File: config.mk
export PLATFORM = sky130hd
export DESIGN_NAME = iop_port
export DESIGN_NICKNAME = d
export VERILOG_FILES = /design/src/verilog/iop_pkg.sv /design/src/verilog/iop_strobe.sv /design/src/verilog/iop_dir.sv /design/src/verilog/iop_port.sv
export SDC_FILE = /design/constraint.sdc
export NUM_CORES = 1
export LEC_CHECK = 0
export BUFFER_PORTS_ARGS = -buffer_cell sky130_fd_sc_hd__buf_4
export CELL_PAD_IN_SITES_DETAIL_PLACEMENT = 1
export CELL_PAD_IN_SITES_GLOBAL_PLACEMENT = 2
export CORE_MARGIN = 4
export CORE_UTILIZATION = 33
export DETAILED_ROUTE_END_ITERATION = 10
export PLACE_DENSITY = 0.9
export SKIP_LAST_GASP = 1
export SLEW_MARGIN = 5
export SYNTH_ARGS = -nofsm -noshare
export SYNTH_HDL_FRONTEND = slang
export SYNTH_HIERARCHICAL = 1
export SYNTH_SLANG_ARGS = --single-unit
File: constraint.sdc
create_clock -name CLK_I -period 4.2 [get_ports CLK_I]
set_clock_uncertainty 0.2 [all_clocks]
set_input_delay 0.63 -clock CLK_I [delete_from_list [all_inputs] [get_ports CLK_I]]
set_output_delay 0.63 -clock CLK_I [all_outputs]
set_load 0.005 [all_outputs]
File: src/verilog/iop_pkg.sv
// Package for the stand-alone I/O station parallel port logic.
// Assumes a single 20 MHz clock and an asynchronous active-low reset.
package iop_pkg;

  // ****************************************************************
  // Widths
  // ****************************************************************
  localparam int PORT_W      = 32;
  localparam int BLOCK_W     = 64;
  localparam int BLK_SEL_W   = 6;
  localparam int POL_W       = 8;
  localparam int POL_GROUP   = 4;
  localparam int STRAP_W     = 3;
  localparam int HALF_W      = 16;

  // ****************************************************************
  // Timing
  // ****************************************************************
  localparam int CLK_MHZ         = 20;
  localparam int STROBE_NS       = 500;
  localparam int STROBE_CYC      = (STROBE_NS * CLK_MHZ) / 1000;
  localparam int FRESH_US        = 1000;
  localparam int FRESH_CYC       = FRESH_US * CLK_MHZ;
  localparam int CNT_W           = 16;

  // ****************************************************************
  // Direction strap decode: one direction bit per byte of the port
  // ****************************************************************
  localparam logic [3:0] DIR_TABLE [8] = '{
    4'h0, 4'h1, 4'h3, 4'h7, 4'hF, 4'hE, 4'hC, 4'h8
  };

  // ****************************************************************
  // Carriers
  // ****************************************************************
  typedef struct packed {
    logic                 valid;
    logic [BLOCK_W-1:0]   data;
  } iop_block_s;

  typedef struct packed {
    logic [STRAP_W-1:0]   dir_strap;
    logic                 swap_n;
    logic [POL_W-1:0]     polarity;
  } iop_cfg_s;

  typedef enum logic [1:0] {
    ST_IDLE  = 2'b00,
    ST_PULSE = 2'b01,
    ST_HOLD  = 2'b11
  } iop_strobe_e;

endpackage

File: src/verilog/iop_strobe.sv
// Fixed-length pulse generator for the update and capture strobes.
// Assumes a trigger pulse synchronous to CLK_I; retriggers restart it.
`timescale 1ns/1ps
module iop_strobe (
  // Clock and reset
  input  wire logic clk_i,
  input  wire logic nrst_i,
  input  wire logic ce_i,
  // Trigger and strobe
  input  wire logic trig_i,
  output logic      strobe_o
);

  iop_pkg::iop_strobe_e          state_reg;
  logic [iop_pkg::CNT_W-1:0]     cnt_reg;

  always_ff @(posedge clk_i or negedge nrst_i) begin
    if (!nrst_i) begin
      state_reg <= iop_pkg::ST_IDLE;
      cnt_reg   <= '0;
    end else if (ce_i) begin
      case (state_reg)
        iop_pkg::ST_IDLE: begin
          if (trig_i) begin
            state_reg <= iop_pkg::ST_PULSE;
            cnt_reg   <= iop_pkg::CNT_W'(iop_pkg::STROBE_CYC - 1);
          end
        end
        iop_pkg::ST_PULSE: begin
          if (trig_i) begin
            cnt_reg <= iop_pkg::CNT_W'(iop_pkg::STROBE_CYC - 1);
          end else if (cnt_reg == '0) begin
            state_reg <= iop_pkg::ST_IDLE;
          end else begin
            cnt_reg <= cnt_reg - 1'b1;
          end
        end
        default: begin
          state_reg <= iop_pkg::ST_IDLE;
        end
      endcase
    end
  end

  assign strobe_o = (state_reg == iop_pkg::ST_PULSE);

endmodule // iop_strobe

File: src/verilog/iop_dir.sv
// Per-pin direction decode from the strap inputs and the swap input.
// Assumes straps are static or change only while the port is idle.
`timescale 1ns/1ps
module iop_dir (
  // Configuration
  input  wire logic [iop_pkg::STRAP_W-1:0] dir_strap_i,
  input  wire logic                        swap_n_i,
  // Direction per pin, one is output
  output logic [iop_pkg::PORT_W-1:0]       dir_out_o
);

  logic [3:0] byte_dir;

  always_comb begin
    byte_dir = iop_pkg::DIR_TABLE[dir_strap_i];
  end

  genvar g;
  generate
    for (g = 0; g < iop_pkg::PORT_W; g++) begin : g_dir
      // Swap low turns every direction round
      assign dir_out_o[g] = byte_dir[g / 8] ^ ~swap_n_i;
    end
  endgenerate

endmodule // iop_dir

File: src/verilog/iop_port.sv
// Parallel I/O port of the stand-alone I/O station.
// Assumes the network core delivers received blocks and ping events as
// one-cycle pulses on CLK_I; mode and frame option are board straps.
//
// Behaviour
// - Ping output goes high on received ping
// - Fresh high while outputs updated within timeout
// - Fresh output low during reset
// - Upper clear zeroes output latch bits 16-31
// - Lower clear zeroes output latch bits 0-15
// - Half select high picks lower block bits
// - Polarity high inverts pin level
// - Direction straps set each pin direction
// - Swap input low inverts every direction
// - Thirty-two bit bidirectional general purpose port
// - Stale output is complement, high in reset
// - Capture strobe pulses on input sampling
`timescale 1ns/1ps
module iop_port (
  // Clock and reset
  input  wire logic                          CLK_I,
  input  wire logic                          NRST_I,
  input  wire logic                          CE_I,
  // Straps and mode
  input  wire logic                          MODE_IO_I,
  input  wire logic                          LONG_FRAME_SEL_N_I,
  input  wire logic                          HALF_SELECT_N_I,
  input  wire logic [iop_pkg::POL_W-1:0]     POLARITY_IN_I,
  input  wire logic [iop_pkg::STRAP_W-1:0]   DIRECTION_STRAP_I,
  input  wire logic                          DIRECTION_SWAP_N_I,
  input  wire logic                          UPPER_CLEAR_N_I,
  input  wire logic                          LOWER_CLEAR_N_I,
  input  wire logic [iop_pkg::BLK_SEL_W-1:0] BLOCK_SELECT_N_I,
  // Network core side
  input  wire logic                          PING_RX_I,
  input  wire logic                          BLOCK_VALID_I,
  input  wire logic [iop_pkg::BLK_SEL_W-1:0] BLOCK_NUM_I,
  input  wire logic [iop_pkg::BLOCK_W-1:0]   BLOCK_DATA_I,
  input  wire logic                          SAMPLE_I,
  output logic [iop_pkg::PORT_W-1:0]         CAPTURE_DATA_O,
  output logic                               IO_MODE_O,
  output logic                               LONG_FRAME_O,
  output logic [iop_pkg::BLK_SEL_W-1:0]      BLOCK_SELECT_O,
  // Port pins
  input  wire logic [iop_pkg::PORT_W-1:0]    PORT_PINS_I,
  output logic [iop_pkg::PORT_W-1:0]         PORT_PINS_O,
  output logic [iop_pkg::PORT_W-1:0]         PORT_PINS_OE_O,
  // Status
  output logic                               PING_O,
  output logic                               DATA_FRESH_OUT_O,
  output logic                               DATA_STALE_OUT_O,
  output logic                               UPDATE_STROBE_O,
  output logic                               CAPTURE_STROBE_O
);

  // ****************************************************************
  // Signals
  // ****************************************************************
  logic [iop_pkg::PORT_W-1:0]    dir_out;
  logic [iop_pkg::PORT_W-1:0]    latch_reg;
  logic [iop_pkg::PORT_W-1:0]    latch_next;
  logic [iop_pkg::PORT_W-1:0]    cap_reg;
  logic [iop_pkg::PORT_W-1:0]    pol_bits;
  logic [iop_pkg::PORT_W-1:0]    pin_logic;
  logic [iop_pkg::BLK_SEL_W-1:0] blk_sel;
  logic [iop_pkg::CNT_W+4:0]     fresh_cnt_reg;
  logic                          update;
  logic                          ping_reg;
  logic                          fresh_reg;
  iop_pkg::iop_cfg_s             cfg;
  iop_pkg::iop_block_s           blk;

  assign cfg = '{dir_strap: DIRECTION_STRAP_I,
                 swap_n:    DIRECTION_SWAP_N_I,
                 polarity:  POLARITY_IN_I};
  assign blk = '{valid: BLOCK_VALID_I, data: BLOCK_DATA_I};

  // ****************************************************************
  // Straps passed to the network core
  // ****************************************************************
  // Mode and frame option are only reported; the core acts on them
  assign IO_MODE_O      = MODE_IO_I;
  assign LONG_FRAME_O   = ~LONG_FRAME_SEL_N_I;
  assign blk_sel        = ~BLOCK_SELECT_N_I;
  assign BLOCK_SELECT_O = blk_sel;

  // ****************************************************************
  // Direction
  // ****************************************************************
  iop_dir u_dir (
    .dir_strap_i (cfg.dir_strap),
    .swap_n_i    (cfg.swap_n),
    .dir_out_o   (dir_out)
  );

  // ****************************************************************
  // Output latch
  // ****************************************************************
  assign update = CE_I && blk.valid && (BLOCK_NUM_I == blk_sel);

  always_comb begin
    latch_next = latch_reg;
    if (update) begin
      latch_next = HALF_SELECT_N_I ? blk.data[iop_pkg::PORT_W-1:0]
                                   : blk.data[iop_pkg::BLOCK_W-1:iop_pkg::PORT_W];
    end
    // Clears are level inputs and override any update in the same cycle
    if (!UPPER_CLEAR_N_I) begin
      latch_next[iop_pkg::PORT_W-1:iop_pkg::HALF_W] = '0;
    end
    if (!LOWER_CLEAR_N_I) begin
      latch_next[iop_pkg::HALF_W-1:0] = '0;
    end
  end

  always_ff @(posedge CLK_I or negedge NRST_I) begin
    if (!NRST_I) begin
      latch_reg <= '0;
    end else if (CE_I) begin
      latch_reg <= latch_next;
    end
  end

  // ****************************************************************
  // Pin polarity and drive
  // ****************************************************************
  genvar g;
  generate
    for (g = 0; g < iop_pkg::PORT_W; g++) begin : g_pin
      assign pol_bits[g] = cfg.polarity[g / iop_pkg::POL_GROUP];
      assign PORT_PINS_O[g] = latch_reg[g] ^ pol_bits[g];
      assign pin_logic[g]   = PORT_PINS_I[g] ^ pol_bits[g];
    end
  endgenerate

  // Input pins are never driven
  assign PORT_PINS_OE_O = dir_out;

  // ****************************************************************
  // Input capture
  // ****************************************************************
  always_ff @(posedge CLK_I or negedge NRST_I) begin
    if (!NRST_I) begin
      cap_reg <= '0;
    end else if (CE_I && SAMPLE_I) begin
      cap_reg <= pin_logic & ~dir_out;
    end
  end

  assign CAPTURE_DATA_O = cap_reg;

  // ****************************************************************
  // Strobes
  // ****************************************************************
  iop_strobe u_upd_stb (
    .clk_i    (CLK_I),
    .nrst_i   (NRST_I),
    .ce_i     (CE_I),
    .trig_i   (update),
    .strobe_o (UPDATE_STROBE_O)
  );

  iop_strobe u_cap_stb (
    .clk_i    (CLK_I),
    .nrst_i   (NRST_I),
    .ce_i     (CE_I),
    .trig_i   (SAMPLE_I),
    .strobe_o (CAPTURE_STROBE_O)
  );

  // ****************************************************************
  // Ping indication
  // ****************************************************************
  // A level that follows each received ping; reset forces it low
  always_ff @(posedge CLK_I or negedge NRST_I) begin
    if (!NRST_I) begin
      ping_reg <= 1'b0;
    end else if (CE_I) begin
      ping_reg <= PING_RX_I;
    end
  end

  assign PING_O = ping_reg;

  // ****************************************************************
  // Data freshness
  // ****************************************************************
  // Timeout restarts on each update; fresh drops when it runs out
  always_ff @(posedge CLK_I or negedge NRST_I) begin
    if (!NRST_I) begin
      fresh_cnt_reg <= '0;
      fresh_reg     <= 1'b0;
    end else if (CE_I) begin
      if (update) begin
        fresh_cnt_reg <= ($bits(fresh_cnt_reg))'(iop_pkg::FRESH_CYC - 1);
        fresh_reg     <= 1'b1;
      end else if (fresh_cnt_reg != '0) begin
        fresh_cnt_reg <= fresh_cnt_reg - 1'b1;
      end else begin
        fresh_reg <= 1'b0;
      end
    end
  end

  assign DATA_FRESH_OUT_O = fresh_reg;
  assign DATA_STALE_OUT_O = ~fresh_reg;

endmodule // iop_port

Word-level counts from Yosys, hierarchy flattened
Memories as Yosys holds them, arrays and structs flattened.
Cells that the tools add are included.
Widths: inputs -> output; s select.
{ "op_classes": {"mul": 0, "bitwise_logic": 75, "order_cmp": 1, "addsub": 3, "mux": 26, "n_shift": 0, "n_eq_ne": 14, "n_div": 0, "reduce_logical": 19} }
{ "ops": {"columns": ["operator", "n"], "rows": [
  ["$mux 16", 8],
  ["$xor 1x1->1", 68],
  ["$mux 32", 2],
  ["$pmux 16 s2", 2],
  ["$mux 21", 2],
  ["$and 32x32->32", 1],
  ["$logic_not 16->1", 2],
  ["$not 32->32", 1],
  ["$sub 16x1->16 const B", 2],
  ["$reduce_bool 21->1", 1],
  ["$sub 21x1->21 const B", 1],
  ["$reduce_and 4->1", 4],
  ["$mux 2", 6],
  ["$ne 2x1->1 const B", 6],
  ["$mux 4", 2],
  ["$pmux 2 s2", 2],
  ["$reduce_and 2->1", 4],
  ["$eq 6x6->1", 1],
  ["$ne 2x2->1 const B", 3],
  ["$not 6->6", 1],
  ["$reduce_bool 2->1", 3],
  ["$eq 2x1->1 const B", 2],
  ["$ge 4x4->1 const B", 1],
  ["$logic_not 2->1", 2],
  ["other kinds (6)", 11]
]} }
{ "totals": {"rom_bits": 32, "in_bits": 131, "n_memories": 1, "mem_bits_rw": 0, "latch_bits": 0, "elab_cells": 149, "out_inout_bits": 109, "regBits": 123} }
{ "mem_list": {"columns": ["memory", "words", "word_bits", "rd", "rd_ports_with_merged_regs", "write_ports", "line_no", "rtl"], "rows": [
  ["(name not given)", 8, 4, 1, 0, 0, "iop_dir.sv:15", "byte_dir = iop_pkg::DIR_TABLE[dir_strap_i];"]
]} }

Longest topological paths before layout
{ "depth": {"ltp_word": 7, "mapped_depth": 9, "depth_no_buf": 8} }

By module
The synthesis kept the hierarchy.
{ "modules_own_cells": {"columns": ["mod", "area_per_inst_um2", "n_inst", "cells_per_inst"], "rows": [
  ["iop_port", 5091.1, 1, 537],
  ["iop_strobe", 1061.0, 2, 115],
  ["iop_dir", 260.2, 1, 34]
]} }

Worst setup path before layout
Ideal clock, no wire load.
{ "synth_path": {"path_type": "input -> register", "from": "input port BLOCK_NUM_I[1] (netlist name)", "to": "register u_upd_stb/cnt_reg[2] (netlist name)", "setup_slack_ns": 1.609, "path_stages": 8, "required_time_ns": 3.880, "arrival_time_ns": 2.271, "n_path_buf": 2, "cell_sequence": "xnor2_1 nor4_1 nand2_1 inv_1 clkbuf_1 clkbuf_1 nand2_1 a31o_2"} }
{ "synth_between": {"elab_chain_len": 4, "word_cells_on_any_way": 7} }
{ "synth_lines": {"columns": ["element", "line_no", "rtl"], "rows": [
  ["from (decl)", "iop_port.sv:37", "input wire logic [iop_pkg::BLK_SEL_W-1:0] BLOCK_NUM_I,"],
  ["$eq 6x6->1 *", "iop_port.sv:99", "assign update = CE_I && blk.valid && (BLOCK_NUM_I == blk_sel);"],
  ["$logic_and 1x1->1 *", "iop_port.sv:99", null],
  ["named net update", "iop_port.sv:67", "logic update;"],
  ["$ne 3x2->1 (no line) (tied with other cells)", null, null],
  ["$reduce_and 4->1 (no line) or $pmux 16 s2 (tied branches)", null, null],
  ["to (signal assigned)", "iop_strobe.sv:26", "cnt_reg <= iop_pkg::CNT_W'(iop_pkg::STROBE_CYC - 1);"],
  ["to (signal assigned)", "iop_strobe.sv:31", "cnt_reg <= iop_pkg::CNT_W'(iop_pkg::STROBE_CYC - 1);"],
  ["to (signal assigned)", "iop_strobe.sv:35", "cnt_reg <= cnt_reg - 1'b1;"],
  ["to (decl)", "iop_strobe.sv:15", "logic [iop_pkg::CNT_W-1:0] cnt_reg;"]
]} }
The timed path passes the listed nets; every way through them passes the cells marked *.
A chain may end at the register's enable or synchronous reset.

Final worst setup path
{ "layout_path": {"from": "input port DIRECTION_SWAP_N_I", "to": "output port PORT_PINS_OE_O[11] (netlist name)"} }
{ "layout_between": {"elab_chain_len": 2} }
{ "layout_lines": {"columns": ["element", "line_no", "rtl"], "rows": [
  ["from (decl)", "iop_port.sv:30", "input wire logic DIRECTION_SWAP_N_I,"],
  ["$not 1->1", "iop_dir.sv:22", "assign dir_out_o[g] = byte_dir[g / 8] ^ ~swap_n_i;"],
  ["$xor 1x1->1", "iop_dir.sv:22", null],
  ["to (decl)", "iop_port.sv:47", "output logic [iop_pkg::PORT_W-1:0] PORT_PINS_OE_O,"]
]} }
Every way passes these cells.

==> reports/results.md <==
| Step | Item | This run |
|:---|:---|:---|
| status | Status | finished, violations left |
| status | Failing checks | hold timing |
| global route | GRT Resource Usage Total | 19.6% |
| sta | Unrepaired setup endpoints after global routing | no |
| detailed routing | Average vias per placed instance | 5.19 |
| global route | Most crowded layer after global routing | met2 |
| setup path | Max Fanout on Critical Path | 18 |
| setup path | Crit end category | output pin |
| synth | Fraction of registers with async set or reset after synthesis | 100% |
| sta | Slew Viols, Final | 0 |
| place | IO buf count | 237 |
| floorplanning | Ports | 240 |
| setup path | Worst setup SP type | input pin |
| global route | Grt met3 use | 5.60% |
| clock tree | H-tree levels | 4 |
| clock tree | Clock Tree Buf Depth | 2 |
| global route | Remaining Overflow, GRT | 0 |
| power and ir drop | IR Drop Worst-Case VDD | 0.215 mV |
| synth | Library cells used by synthesis | 64 |
| detailed routing | DRC violations left | 0 |
| setup path | Crit path arrival time | 1.98 ns |
| sta | Post-Route Setup TNS | 0 ns |
| global route | Met1 Use GR | 24.5% |
| worst hold path | Kind of path behind the tightest hold check | in2async |
| sta | Max-Slew Margin vs Limit | 35.2% |
| synth | Fraction of the yosys area taken by sequential cells | 40.5% |
| global route | Global-route wire length before repair | 39.0 mm |
| finish | Share of final-layout standard cells stronger than drive strength 1 | 34.1% |
| detailed routing | Post-DR wirelength/cell | 18.9 um |
| sta | Endpoints failing hold | 2 |
| finish | Count of fill cells added during filler insertion | 2566 |
| floorplanning | Total number of placement rows | 54 |
| power and ir drop | Reported leakage power | 0.00459 uW |
| clock tree | CTS root buf | clkbuf_16 |
| sta | Setup violation total in the final timing report | 0 |
| sta | Fmax achieved | 356 MHz |
| sta | Tightest hold margin | -0.00230 ns |
| synth | Average cell area after synthesis | 9.33 sq um |
| floorplanning | Chip Width | 158 um |
| finish | Area Growth Syn to Fin | 32.9% |
| floorplanning | Die footprint | 25100 sq um |
| clock tree | Insertion delay to the later sink of the worst-skew pair | 0.42 ns |
| synth | Post-Synthesis Cells | 801 |
| global route | Met2 layer usage reported by global route | 33.6% |
| finish | Sequential cell area | 3030 sq um |
| setup path | Crit path kind | in2out |
| detailed routing | Via count | 6672 |
| clock tree | Post-CTS sizing | 0 |
| clock tree | Setup bufs post-CTS | 0 |
| detailed routing | Overall routed net length | 24.3 mm |
| clock tree | Clock-pin slew on the worst setup and hold paths | 0.06 ns |
| floorplanning | DIE HEIGHT | 158 um |
| global route | Via count of the first global-routing pass | 7228 |
| global route | Maximum number of pins on one net before global-route repair | 76 |
| clock tree | CTS buffer count | 17 |
| finish | Number of antenna cells inserted | 0 |
| setup path | Data required time of the critical path | 3.37 ns |
| clock tree | Clock sink count | 121 |
| synth | Cell type with the largest total area after synthesis | dfrtp_1 |
| place | RD Place Congestion | 0.833 |
| detailed routing | Count of TritonRoute iterations in the first routing pass | 4 |
| synth | Top cells by area, synth | dfrtp_1, xnor2_1, mux2_2, nand2_1, xor2_1 |
| synth | Netlist Area Pre-Place | 7470 sq um |
| floorplanning | Initial core utilization | 33.9% |
| run | Max-cap violation count | 0 |
| synth | FF+latch count, synth | 121 |
| floorplanning | Area of the core | 22000 sq um |
| synth | Top flip-flop cell by instance count after synthesis | dfrtp_1 |
| power and ir drop | Total Power | 5070 uW |
| detailed routing | Remaining antenna violation count | 0 |
| global route | Number of antenna violations at the first check in global routing | 0 |
| finish | Multi-input logic area | 3860 sq um |
| synth | Top-area cell type share of the netlist area | 40.5% |
| finish | Layout net count | 1128 |
| sta | Slew at the pin with the worst max-slew slack | 0.964 ns |
| clock tree | CTS tree | yes |
| power and ir drop | Power density cells | 510 nW/um^2 |
| detailed routing | DRC violation total after the first TritonRoute iteration | 332 |
| synth | Synth warnings | 6 |
| clock tree | Post-CTS Hold Fix Bufs | 0 |
| sta | Shortest clock period the worst path allows after layout | 2.81 ns |
| synth | Number of enable flip-flop cells after synthesis | 0 |
| place | Final HPWL DP | 17.8 mm |
| sta | Part of the cycle the worst path needs | 66.9% |
| synth | Syn nets | 936 |
==> worst max-delay path: stages <==
cell and delay, ns:
buf_4 0.12, xnor2_2 0.30, buf_4 0.35, xor2_1 0.18, buf_4 0.25, buf_4 0.15
==> layout by cell type (no fill, tap or decap), types with 8 or more instances in the layout <==
cell / netlist / routed
inv_1: 51 / 51
xnor2_1: 50 / 49
mux2i_1: 9 / 9
xor2_1: 35 / 35
o31ai_1: 35 / 35
a31oi_1: 8 / 8
o21ai_0: 21 / 21
nand3_1: 55 / 55
nand4_1: 9 / 9
nor2_1: 41 / 41
clkbuf_16: 0 / 17
nor4_1: 12 / 12
nand2_1: 96 / 94
dfrtp_1: 121 / 121
nor3_1: 12 / 12
buf_4: 29 / 249
o221ai_1: 32 / 32
nor2b_1: 9 / 9
mux2_2: 33 / 33
o2bb2ai_1: 10 / 10
==> Yosys cell counts, drive strengths merged (10+ instances only) <==
master and n:
xor2 35, o221ai 32, buf 38, o2bb2ai 10
dfrtp 121, nand3 55, nor3 14, o21ai 25
nor4 16, nand4 12, xnor2 51, inv 51
o31ai 36, nor2 42, clkbuf 38, nand2 96
mux2 34
==> report_power, final <==
group          switching [uW]  leakage, uW  internal, uW  total [uW]
sequential                367      0.00155          1460        1830
combinational             811      0.00273           820        1630
clock                     527     0.000307          1080        1610
==> layout make-up <==
type                            instances  share of cell area, %
Timing Repair Buffer                  249                   18.8
Multi-Input combinational cell        553                   38.9
Sequential cell                       121                   30.5
Clock buffer                           23                   4.71
Clock inverter                          8                   1.69
Inverter                               51                   1.93
Tap cell                              280                   3.53
==> metrics by stage <==
stage          area [sq um]  hold WS (ns)  worst slack, ns  std cells  utilization [%]
3_3_place_gp           9300         0.262             1.34       1254             42.2
6_report               9940      -0.00230             1.39       1285             45.1
2_1_floorplan          7470         0.134             1.61        801                -
5_1_grt                9940        0.0287             1.29       1285             45.1
3_5_place_dp           9300         0.267             1.28       1254             42.2
4_1_cts                9940       0.00640             1.36       1285             45.1
==> logic make-up after synthesis <==
logic type | count (synthesis) | share of synthesized area (%)
compound gates | 137 | 13.7
mux | 43 | 6.33
xor+xnor | 86 | 10.2
simple gates | 283 | 20.6
buf+inv | 127 | 7.99
flops | 121 | 40.5
fa+ha+maj | 4 | 0.670
==> routing by layer <==
metal	up-vias	wire length, um
met4	0	314
li1	3191	-
met3	18	1450
met1	3289	10400
met2	174	12200
met5	-	0
==> worst paths after layout <==
path	startpoint	endpoint	slack, ns	cells after the start
worst max register to register	fresh_cnt_reg[0]	fresh_cnt_reg[1]	1.55	7
worst min register to register	CAPTURE_DATA_O[31]	CAPTURE_DATA_O[31]	0.28	2
max in group asynchronous	NRST_I	fresh_cnt_reg[18]	2.93	2
worst min-delay path	NRST_I	CAPTURE_DATA_O[21]	-0.002	1
min in group CLK_I	PING_RX_I	PING_O	0.26	2
worst max-delay path	DIRECTION_SWAP_N_I	PORT_PINS_OE_O[11]	1.39	6
(Power assumes the default switching activity.)
